### src/dioct_pkg.sv
// constants shared by the digital line and counter/timer block
package dioct_pkg;
  localparam int LINES = 16;
  localparam int PORT_W = 8;
  localparam int PORTS = 2;
  localparam int CNT_W = 16;
  localparam int NCHAN = 3;
  localparam int CLK_MHZ = 125;
  localparam int REF_MHZ = 10;
  localparam int EXT_MAX_MHZ = 10;
  localparam logic [6:0] ACC_STEP = 7'(REF_MHZ);
  localparam logic [6:0] ACC_WRAP = 7'(CLK_MHZ);
  localparam logic [1:0] DIR_RST = 2'h0;
  localparam logic [15:0] LINE_OUT_RST = 16'hFFFF;
  localparam int BLINK_HALF_MS = 50;
  localparam int BLINK_CYC = BLINK_HALF_MS * CLK_MHZ * 1000;
  localparam int ACT_HOLD_CYC = 2 * BLINK_CYC;
  localparam int TMR_W = 24;
  localparam logic [3:0] REF_GAP_MIN = 4'hC;
  localparam logic [3:0] REF_GAP_MAX = 4'hD;
endpackage

### src/dioct_chan_if.sv
// control and result signals between the top and one counter channel
`timescale 1ns/10ps
interface dioct_chan_if;
  logic tick;
  logic gate;
  logic load;
  logic [15:0] val;
  logic mode;
  logic out;
  logic tc;
  logic [15:0] count;
  modport ctl (output tick, output gate, output load, output val, output mode,
               input out, input tc, input count);
  modport chan (input tick, input gate, input load, input val, input mode,
                output out, output tc, output count);
endinterface

### src/dioct_top.sv
// digital lines, three-channel counter/timer and status indicator
`timescale 1ns/10ps
module dioct_top #(
  parameter int BLINK_CYC = dioct_pkg::BLINK_CYC,
  parameter int ACT_HOLD_CYC = dioct_pkg::ACT_HOLD_CYC
) (
  input wire logic sys_clk_i,
  input wire logic rst_n_i,
  input wire logic [15:0] line_in_i,
  output logic [15:0] line_out_o,
  output logic [15:0] line_oe_n_o,
  output logic [15:0] line_data_o,
  input wire logic dir_wr_i,
  input wire logic [1:0] dir_wdata_i,
  input wire logic [1:0] port_wr_i,
  input wire logic [15:0] port_wdata_i,
  input wire logic clk_sel_ext_i,
  input wire logic cnt_wr_i,
  input wire logic [1:0] cnt_sel_i,
  input wire logic [15:0] cnt_wdata_i,
  input wire logic cnt_mode_i,
  output logic [15:0] cnt_q_o,
  input wire logic ctr_clk_i,
  input wire logic ctr_gate_i,
  output logic ctr_out_o,
  input wire logic conv_en_i,
  output logic [1:0] conv_start_o,
  input wire logic usb_cfg_i,
  input wire logic usb_act_i,
  output logic led_o
);
  typedef enum logic [1:0] {LED_DARK, LED_STEADY, LED_BLINK} dioct_led_e;

  typedef struct packed {
    logic [1:0] dir_out;
    logic [15:0] out_data;
    logic [15:0] rd_data;
    logic [15:0] cnt_q;
    logic [6:0] acc;
    logic ref_tick;
    logic [3:0] ref_gap;
    logic ext_prev;
    logic ext_tick;
    dioct_led_e led_st;
    logic [23:0] blink_cnt;
    logic [23:0] act_cnt;
    logic led_ph;
    logic led;
  } dioct_top_s;

  dioct_top_s s_ff;
  dioct_top_s nxt_s;
  logic [15:0] cnt_now [dioct_pkg::NCHAN];
  logic [7:0] acc_sum;

  // one bit wider than the accumulator so the wrap test cannot overflow
  assign acc_sum = {1'b0, s_ff.acc} + {1'b0, dioct_pkg::ACC_STEP};

  dioct_chan_if ch_if [dioct_pkg::NCHAN] ();

  genvar g;
  generate
    for (g = 0; g < dioct_pkg::NCHAN; g++)
    begin : g_chan
      assign ch_if[g].load = cnt_wr_i && (cnt_sel_i == 2'(g));
      assign ch_if[g].val = cnt_wdata_i;
      assign ch_if[g].mode = cnt_mode_i;
      assign cnt_now[g] = ch_if[g].count;
      if (g == 0)
      begin : g_gp
        // general channel: selectable clock and connector gate
        assign ch_if[g].tick = clk_sel_ext_i ? s_ff.ext_tick : s_ff.ref_tick;
        assign ch_if[g].gate = ctr_gate_i;
      end
      else
      begin : g_conv
        // pacing channels stay on the internal reference
        assign ch_if[g].tick = s_ff.ref_tick;
        assign ch_if[g].gate = conv_en_i;
        assign conv_start_o[g - 1] = ch_if[g].tc;
      end
      dioct_chan u_chan (
        .sys_clk_i(sys_clk_i),
        .rst_n_i(rst_n_i),
        .ch(ch_if[g])
      );
    end
  endgenerate

  assign ctr_out_o = ch_if[0].out;

  always_comb
  begin
    nxt_s = s_ff;
    nxt_s.ref_tick = 1'b0;
    if (dir_wr_i)
      nxt_s.dir_out = dir_wdata_i;
    for (int p = 0; p < dioct_pkg::PORTS; p++)
    begin
      if (port_wr_i[p])
        nxt_s.out_data[p * 8 +: 8] = port_wdata_i[p * 8 +: 8];
    end
    nxt_s.rd_data = line_in_i;
    nxt_s.cnt_q = (cnt_sel_i < 2'(dioct_pkg::NCHAN)) ? cnt_now[cnt_sel_i] : 16'h0000;
    // exact 10/125 average rate; jitter of one system clock is accepted
    if (acc_sum >= {1'b0, dioct_pkg::ACC_WRAP})
    begin
      nxt_s.acc = 7'(acc_sum - {1'b0, dioct_pkg::ACC_WRAP});
      nxt_s.ref_tick = 1'b1;
    end
    else
      nxt_s.acc = acc_sum[6:0];
    // cycles since the last reference tick; zero until the first one
    if (s_ff.ref_tick)
      nxt_s.ref_gap = 4'h1;
    else if (s_ff.ref_gap != 4'h0 && s_ff.ref_gap != 4'hF)
      nxt_s.ref_gap = s_ff.ref_gap + 4'h1;
    // sampled edge detect only works while the pin stays slow
    nxt_s.ext_prev = ctr_clk_i;
    nxt_s.ext_tick = ctr_clk_i && !s_ff.ext_prev;
    if (usb_act_i)
      nxt_s.act_cnt = 24'(ACT_HOLD_CYC);
    else if (s_ff.act_cnt != 24'h000000)
      nxt_s.act_cnt = s_ff.act_cnt - 24'h000001;
    if (s_ff.blink_cnt >= 24'(BLINK_CYC - 1))
    begin
      nxt_s.blink_cnt = 24'h000000;
      nxt_s.led_ph = ~s_ff.led_ph;
    end
    else
      nxt_s.blink_cnt = s_ff.blink_cnt + 24'h000001;
    case (s_ff.led_st)
      LED_DARK:
      begin
        if (usb_cfg_i && usb_act_i)
        begin
          nxt_s.led_st = LED_BLINK;
          nxt_s.blink_cnt = 24'h000000;
          nxt_s.led_ph = 1'b0;
        end
        else if (usb_cfg_i)
          nxt_s.led_st = LED_STEADY;
      end
      LED_STEADY:
      begin
        if (!usb_cfg_i)
          nxt_s.led_st = LED_DARK;
        else if (usb_act_i)
        begin
          nxt_s.led_st = LED_BLINK;
          nxt_s.blink_cnt = 24'h000000;
          nxt_s.led_ph = 1'b0;
        end
      end
      LED_BLINK:
      begin
        if (!usb_cfg_i)
          nxt_s.led_st = LED_DARK;
        else if (s_ff.act_cnt == 24'h000000 && !usb_act_i)
          nxt_s.led_st = LED_STEADY;
      end
      default: nxt_s.led_st = LED_DARK;
    endcase
    case (nxt_s.led_st)
      LED_STEADY: nxt_s.led = 1'b1;
      LED_BLINK: nxt_s.led = nxt_s.led_ph;
      default: nxt_s.led = 1'b0;
    endcase
  end

  always_ff @(posedge sys_clk_i or negedge rst_n_i)
  begin
    if (!rst_n_i)
    begin
      s_ff <= '0;
      s_ff.dir_out <= dioct_pkg::DIR_RST;
      s_ff.out_data <= dioct_pkg::LINE_OUT_RST;
      // the clock pin idles at its pull-up level, so no false edge after reset
      s_ff.ext_prev <= 1'b1;
      s_ff.led_st <= LED_DARK;
    end
    else
      s_ff <= nxt_s;
  end

  // enable is low while driving; a 0 data bit sinks the pin low
  assign line_oe_n_o = {{8{~s_ff.dir_out[1]}}, {8{~s_ff.dir_out[0]}}};
  assign line_out_o = s_ff.out_data;
  assign line_data_o = s_ff.rd_data;
  assign cnt_q_o = s_ff.cnt_q;
  assign led_o = s_ff.led;

  a_port_split: assert property (@(posedge sys_clk_i) disable iff (!rst_n_i)
    (dir_wr_i && dir_wdata_i == 2'h1)
      |=> (line_oe_n_o[7:0] == 8'h00) && (line_oe_n_o[15:8] == 8'hFF))
    else $error("port directions not independent");

  a_byte_lanes: assert property (@(posedge sys_clk_i) disable iff (!rst_n_i)
    (port_wr_i == 2'h2) |=> (line_out_o[15:8] == $past(port_wdata_i[15:8]))
      && (line_out_o[7:0] == $past(line_out_o[7:0])))
    else $error("upper byte write touched lower port");

  a_read_level: assert property (@(posedge sys_clk_i) disable iff (!rst_n_i)
    rst_n_i |=> line_data_o == $past(line_in_i))
    else $error("read back does not follow pin level");

  a_ref_spacing: assert property (@(posedge sys_clk_i) disable iff (!rst_n_i)
    (s_ff.ref_gap != 4'h0) |-> (s_ff.ref_gap <= dioct_pkg::REF_GAP_MAX)
      && (!s_ff.ref_tick || s_ff.ref_gap >= dioct_pkg::REF_GAP_MIN))
    else $error("internal reference spacing outside 12 to 13 cycles");

  a_ext_select: assert property (@(posedge sys_clk_i) disable iff (!rst_n_i)
    (clk_sel_ext_i && ctr_clk_i && !s_ff.ext_prev)
      |=> s_ff.ext_tick && (!clk_sel_ext_i || ch_if[0].tick))
    else $error("external clock edge not routed");

  a_conv_gate: assert property (@(posedge sys_clk_i) disable iff (!rst_n_i)
    !conv_en_i && !(cnt_wr_i && cnt_sel_i != 2'h0) |=> conv_start_o == 2'h0)
    else $error("conversion start while pacing disabled");

  a_led_steady: assert property (@(posedge sys_clk_i) disable iff (!rst_n_i)
    (usb_cfg_i && s_ff.led_st == LED_STEADY && !usb_act_i) |=> led_o)
    else $error("indicator not steady when configured");

  a_led_blink: assert property (@(posedge sys_clk_i) disable iff (!rst_n_i)
    (usb_cfg_i && usb_act_i) ##1 usb_cfg_i |=> s_ff.led_st == LED_BLINK)
    else $error("indicator not blinking during transfers");

  a_reset_input: assert property (@(posedge sys_clk_i) disable iff (!rst_n_i)
    $rose(rst_n_i) |-> line_oe_n_o == 16'hFFFF)
    else $error("lines driven after reset");
endmodule

### src/dioct_chan.sv
// one 16-bit down counter channel with one-shot and rate modes
`timescale 1ns/10ps
module dioct_chan (
  input wire logic sys_clk_i,
  input wire logic rst_n_i,
  dioct_chan_if.chan ch
);
  typedef struct packed {
    logic [15:0] count;
    logic [15:0] reload;
    logic mode;
    logic running;
    logic out;
    logic tc;
  } dioct_chan_s;

  dioct_chan_s s_ff;
  dioct_chan_s nxt_s;

  always_comb
  begin
    nxt_s = s_ff;
    nxt_s.tc = 1'b0;
    if (ch.load)
    begin
      nxt_s.count = ch.val;
      nxt_s.reload = ch.val;
      nxt_s.mode = ch.mode;
      nxt_s.running = 1'b1;
      nxt_s.out = ch.mode;
    end
    else if (ch.tick && ch.gate && s_ff.running)
    begin
      if (s_ff.count <= 16'h0001)
      begin
        nxt_s.tc = 1'b1;
        if (s_ff.mode)
        begin
          // rate mode: reload and toggle gives a square wave
          nxt_s.count = s_ff.reload;
          nxt_s.out = ~s_ff.out;
        end
        else
        begin
          nxt_s.count = 16'h0000;
          nxt_s.out = 1'b1;
          nxt_s.running = 1'b0;
        end
      end
      else
      begin
        nxt_s.count = s_ff.count - 16'h0001;
      end
    end
  end

  always_ff @(posedge sys_clk_i or negedge rst_n_i)
  begin
    if (!rst_n_i)
      s_ff <= '0;
    else
      s_ff <= nxt_s;
  end

  assign ch.out = s_ff.out;
  assign ch.tc = s_ff.tc;
  assign ch.count = s_ff.count;

  a_load_takes: assert property (@(posedge sys_clk_i) disable iff (!rst_n_i)
    ch.load |=> (ch.count == $past(ch.val)) && s_ff.running)
    else $error("load value not taken");

  a_count_step: assert property (@(posedge sys_clk_i) disable iff (!rst_n_i)
    (!ch.load && ch.tick && ch.gate && s_ff.running && ch.count > 16'h0001)
      |=> ch.count == $past(ch.count) - 16'h0001)
    else $error("counter did not step down by one");

  a_gate_holds: assert property (@(posedge sys_clk_i) disable iff (!rst_n_i)
    (!ch.load && !ch.gate) |=> $stable(ch.count) && !ch.tc)
    else $error("counter moved with gate low");
endmodule

### config.mk
export PLATFORM = sky130hd
export DESIGN_NAME = dioct_top
export DESIGN_NICKNAME = d
export VERILOG_FILES = /design/src/dioct_pkg.sv /design/src/dioct_chan_if.sv /design/src/dioct_top.sv /design/src/dioct_chan.sv
export SDC_FILE = /design/constraint.sdc
export NUM_CORES = 1
export LEC_CHECK = 0
export BUFFER_PORTS_ARGS = -buffer_cell sky130_fd_sc_hd__buf_4
export CORE_AREA = 2 2 183 221
export DETAILED_ROUTE_END_ITERATION = 12
export DIE_AREA = 0 0 185 223
export GPL_TIMING_DRIVEN = 0
export PLACE_DENSITY = 0.51
export SETUP_SLACK_MARGIN = 0.3
export SKIP_CTS_REPAIR_TIMING = 1
export SLEW_MARGIN = 15
export SYNTH_ARGS = -nofsm -noshare
export SYNTH_HDL_FRONTEND = slang
export SYNTH_SLANG_ARGS = --single-unit
### constraint.sdc
create_clock -name sys_clk_i -period 4.7 [get_ports sys_clk_i]
set_input_delay 0.94 -clock sys_clk_i [delete_from_list [all_inputs] [get_ports sys_clk_i]]
set_output_delay 0.94 -clock sys_clk_i [all_outputs]
set_load 0.05 [all_outputs]
; After elaboration in Yosys (flattened, before gate mapping)
; Index checks and enable logic that the tools add are counted.
[word_totals]
memories = 0
mem_bits_ro = 0
ram_bits = 0
ff_bits = 219
latchBits = 0
output_inout_bits = 68
elab_cells = 146
in_bits = 65
[classes]
shift = 0
order_cmp = 7
muxes = 55
reduce_logical = 30
n_addsub = 7
eq_ne = 9
n_div = 0
bitwise = 7
mul = 0
[op_table]
columns = op, count
row1 = 16-bit 2-to-1 mux, 15
row2 = 24-bit 2-to-1 mux, 5
row3 = 16-bit by 1-bit <= comparator with 1-bit output (second input constant), 3
row4 = 24-bit one-hot mux with 2 select lines, 1
row5 = 16-bit by 1-bit subtractor with 16-bit output (second input constant), 3
row6 = 16-bit binary-select mux with 2-bit select, 1
row7 = 26-bit 2-to-1 mux, 1
row8 = 24-bit by 1-bit adder with 24-bit output (second input constant), 1
row9 = 24-bit by 23-bit >= comparator with 1-bit output (second input constant), 1
row10 = 24-bit logical NOT, 1
row11 = 24-bit nonzero test, 1
row12 = 24-bit by 1-bit subtractor with 24-bit output (second input constant), 1
row13 = 3-bit 2-to-1 mux, 6
row14 = 2-bit 2-to-1 mux, 8
row15 = 1-bit 2-to-1 mux, 14
row16 = 2-bit nonzero test, 7
row17 = 1-bit logical AND, 11
row18 = 3-bit AND reduction, 3
row19 = 7-bit by 4-bit adder with 8-bit output (second input constant), 1
row20 = 8-bit by 7-bit >= comparator with 1-bit output (second input constant), 1
row21 = 7-bit 2-to-1 mux, 1
row22 = 7-bit subtractor (second input constant), 1
row23 = 2-bit by 1-bit == test with 1-bit output (second input constant), 3
row24 = 2-bit == test (second input constant), 3
row25 = other kinds (10), 22

; Longest topological paths before layout
[logic_depth]
ltp_word = 7
depth_mapped = 12
mapped_depth_nobuf = 11

; Modules after synthesis
; A second synthesis with hierarchy kept.
[hier_totals]
cells_unflattened = 1245
hier_area_um2 = 12125.4
[modules_own_cells]
columns = mod, instances, seq_area_each_um2, area_per_inst_um2, cells_each
row1 = dioct_chan, 3, 900.9, 2157.1, 232
row2 = dioct_top, 1, 2824.0, 5654.2, 549

; Least setup slack after synthesis
; Ideal clock, no wire load.
[synth_timing]
path_type = register to register
startpoint = register s_ff[2] in the netlist's numbering
endpoint = register s_ff (netlist bit led_o)
arrival_time_ns = 2.428
synth_period_minus_slack_ns = 2.544
setup_slack_ns = 2.156
path_stages_with_launch = 13
setup_time_ns = 0.116
t_required_ns = 4.584
cell_sequence = dfrtp_1 inv_1 ha_1 nor3b_1 and4_1 buf_4 nand2b_4 a21o_1 and3_1 ha_1 nor2_1 nand3_1 o311ai_0
[synth_rtl]
columns = element, line_no
row1 = start: declaration, dioct_top.sv:51  ; dioct_top_s s_ff;
row2 = start signal: assignment, dioct_top.sv:183  ; s_ff <= nxt_s;

==> reports/summary.txt <==
result of the run -> completed
worst clock skew -> 0.0132 ns
total power -> 5.55 mW
setup TNS -> 0 ns
Core Footprint -> 0.0392 sq mm
cell types occupying the most area after synthesis -> sky130_fd_sc_hd__dfrtp_1 (43%), sky130_fd_sc_hd__nand2_1 (7.1%), sky130_fd_sc_hd__buf_4 (4.3%), sky130_fd_sc_hd__dfstp_2 (3.9%), sky130_fd_sc_hd__nor2_1 (2.9%)
remaining routing DRC violations -> 0
prevailing post-synth register cell -> sky130_fd_sc_hd__dfrtp_1
port buffer count -> 129
register bit count reported by yosys -> 217
Pleak -> 6.18 nW
detailed placement HPWL -> 24000 um
Comb pwr share -> 20.8%
CTS H-tree depth -> 1
total CTS buffers -> 26
Worst Path Max Fanout -> 10
Pre-Repair DR Iteration Count -> 5
Die Height -> 223 um
worst setup path class -> reg -> reg
Antenna Cells -> 0
Net Switching -> 1.75 mW
final hold vios -> 0
via count of the first global-routing pass -> 9543
total length of routed wires -> 33300 um
Relative slew margins -> 27.7%
final routed wire length divided by cell count -> 17.3 um
synthesized netlist net count -> 1292
worst slew pin tran -> 1.07 ns
Syn Area/Cell -> 9.55 sq um
IR drop worst, VDD -> 236 uV
Max Root-Sink Buffers -> 3
Total Routing Usage GR -> 16.3%
initial standard-cell utilization of the core -> 29.5%
clock-pin slew reported for the worst setup and hold paths after clock tree synthesis -> 0.06 ns
pin count of the biggest net entering global routing -> 82
Clock Sinks -> 217
number of vias in the routed layout -> 9499
share of synthesized area occupied by flip-flops and latches -> 47.1%
count of flip-flops with a built-in enable after synthesis -> 0
number of maximum-capacitance violations -> 0
buffer type at the clock tree root -> sky130_fd_sc_hd__clkbuf_16
fraction of post-synthesis cell area in the top cell type by area -> 43.3%
number of unique standard cell types used by synthesis -> 88
fraction of power spent switching nets -> 31.5%
synthesized cell area -> 0.0116 sq mm
post-route fraction of the period consumed by the critical path -> 61.8%
fill cell total of the finished layout -> 4082
required time of the critical path -> 5.11 ns
remaining number of nets flagged by the antenna check after routing -> 0
leading cell type in the layout, fill and taps excluded -> sky130_fd_sc_hd__nand2_1
asr flop ratio synth -> 100%
Max Slew Vio Count -> 0
data arrival at the endpoint of the critical path -> 3.32 ns
power density over cell area -> 392 mW/mm^2
final standard cell count with taps included and fillers excluded -> 1922
gate count after technology mapping -> 1211
kind of start point of the critical path -> flop
P_int -> 3.80 mW
clock network power share -> 37.0%
number of antenna violations at the first check in global routing -> 0
number of nets in the final layout -> 1451
final core area utilization -> 36.1%
clk_lat worst skew -> 0.55 ns
die area -> 0.0413 sq mm
worst hold-check path type -> in -> async
cell taking the most area after synthesis -> sky130_fd_sc_hd__dfrtp_1
clock tree from TritonCTS -> built
top library cells by usage in the layout, fill and taps aside -> sky130_fd_sc_hd__nand2_1 (219), sky130_fd_sc_hd__dfrtp_1 (200), sky130_fd_sc_hd__buf_4 (194), sky130_fd_sc_hd__nor2_1 (88), sky130_fd_sc_hd__o21ai_0 (49)
Vias/cell -> 4.94
share of cells above drive strength 1 -> 24.0%
placed cell count -> 1875
count of boundary I/O pins -> 133
weighted congestion reported at the end of routability-driven placement -> 0.865
Initial DRC Count -> 496
setup repair after global routing missed its margin -> no
Yosys Warn Count -> 0
endpoint class of the critical path -> flop
Final setup violation count -> 0
horizontal extent of the die -> 185 um
first-pass GRT wire length -> 53400 um
top achievable clock speed -> 344 MHz
count of standard-cell rows -> 80
sequential power share -> 42.2%
GRT overflow -> 0
time the final worst path needs with I/O delays and setup -> 2.90 ns
area grow syn2layout -> 22.3%
-- per-layer routing --
layer / wire, um / share of wire [%] / vias up / track usage [%]
li1: - / - / 4538 / -
met1: 15200 / 46 / 4630 / 22.2
met2: 15200 / 46 / 269 / 26.4
met3: 1580 / 4.8 / 62 / 1.88
met4: 1280 / 3.9 / 0 / 6.84
met5: 0 / 0 / - / 0
-- logic make-up (layout without fill, tap and decap cells) --
group | count (synthesis) | in the layout | share of synthesized area (%)
and+or+nand+nor | 522 | 522 | 23.2
DFF | 217 | 217 | 47.1
AOI/OAI and AO/OA | 216 | 216 | 13.0
buffers and inverters | 144 | 322 | 6.97
xor gates and xnor gates | 49 | 49 | 3.71
muxes | 46 | 46 | 4.27
adders and majority gates | 16 | 16 | 1.73
other | 1 | 1 | 0.0324
-- worst max-delay path, stage by stage, from the launching register on --
cell,delay (ns)
sky130_fd_sc_hd__dfrtp_1,0.40
sky130_fd_sc_hd__inv_1,0.09
sky130_fd_sc_hd__ha_1,0.14
sky130_fd_sc_hd__nor3b_1,0.34
sky130_fd_sc_hd__and4_1,0.35
sky130_fd_sc_hd__buf_4,0.22
sky130_fd_sc_hd__nand2b_4,0.09
sky130_fd_sc_hd__a21o_1,0.19
sky130_fd_sc_hd__and3_1,0.20
sky130_fd_sc_hd__ha_1,0.30
sky130_fd_sc_hd__nor2_1,0.09
sky130_fd_sc_hd__nand3_1,0.08
sky130_fd_sc_hd__o311ai_0,0.29
-- sequential cells by signal (all words and copies together), names as in the netlist, 2 cells and up --
| name | count |
|---|---|
| g_chan.u_chan.s_ff | 54 |
| cnt_q_o | 16 |
| s_ff | 62 |
| g_chan.u_chan.ch.tc | 2 |
| line_out_o | 16 |
| g_chan.u_chan.ch.count | 48 |
| line_data_o | 16 |
-- per-stage QoR --
step	instance area, sq um	hold WS [ns]	setup slack (ns)
2_1_floorplan	11600	0.437	2.16
5_1_grt	14100	0.437	1.46
6_report	14100	0.397	1.80
4_1_cts	14100	0.404	1.77
3_3_place_gp	13200	0.454	0.876
3_5_place_dp	13300	0.460	1.49
-- power groups by stage --
| stage | sequential (mW) | clock (mW) | combinational, mW |
|---|---|---|---|
| 5_1_grt | 2.37 | 2.21 | 1.27 |
| 3_5_place_dp | 2.37 | 0 | 1.16 |
| 2_1_floorplan | 2.29 | 0 | 0.812 |
| 4_1_cts | 2.34 | 2.13 | 1.17 |
| 6_report | 2.34 | 2.05 | 1.16 |
| 3_3_place_gp | 2.36 | 0 | 1.15 |
-- layout make-up --
cell class | instances | area (sq um) | area share [%]
flip-flops and latches | 217 | 5450 | 38.5
multi-input cells | 850 | 5310 | 37.5
repair buffers | 131 | 1030 | 7.29
clock buffers | 41 | 818 | 5.78
plain buffers | 122 | 724 | 5.12
well taps | 533 | 667 | 4.71
inverters | 22 | 82.6 | 0.584
clock inverters | 6 | 62.6 | 0.442
-- synthesized netlist by cell type, drive strengths merged (27+ instances only) --
cell / number
clkbuf: 41
buf: 81
o21ai: 54
mux2: 27
nor2: 88
nand2: 221
nor4: 27
a21oi: 29
nand3: 34
xnor2: 31
dfrtp: 200
nor3: 36
-- final timing paths --
| path | from | endpoint | slack (ns) | cells after the start |
|---|---|---|---|---|
| setup / recovery | s_ff[2]$_DFFE_PN0N_ | led_o$_DFF_PN0_ | 1.80 | 12 |
| hold / removal | rst_n_i | line_data_o[3]$_DFF_PN0_ | 0.40 | 1 |
| setup reg to reg | s_ff[2]$_DFFE_PN0N_ | led_o$_DFF_PN0_ | 1.80 | 12 |
| hold reg to reg | g_chan[2].u_chan.s_ff[4]$_DFFE_PN0P_ | g_chan[2].u_chan.s_ff[4]$_DFFE_PN0P_ | 0.48 | 2 |
| max in group asynchronous | rst_n_i | cnt_q_o[0]$_DFF_PN0_ | 3.15 | 3 |
| min in group sys_clk_i | g_chan[2].u_chan.s_ff[4]$_DFFE_PN0P_ | g_chan[2].u_chan.s_ff[4]$_DFFE_PN0P_ | 0.48 | 2 |
Note: power is estimated with default switching activity, not from simulation.
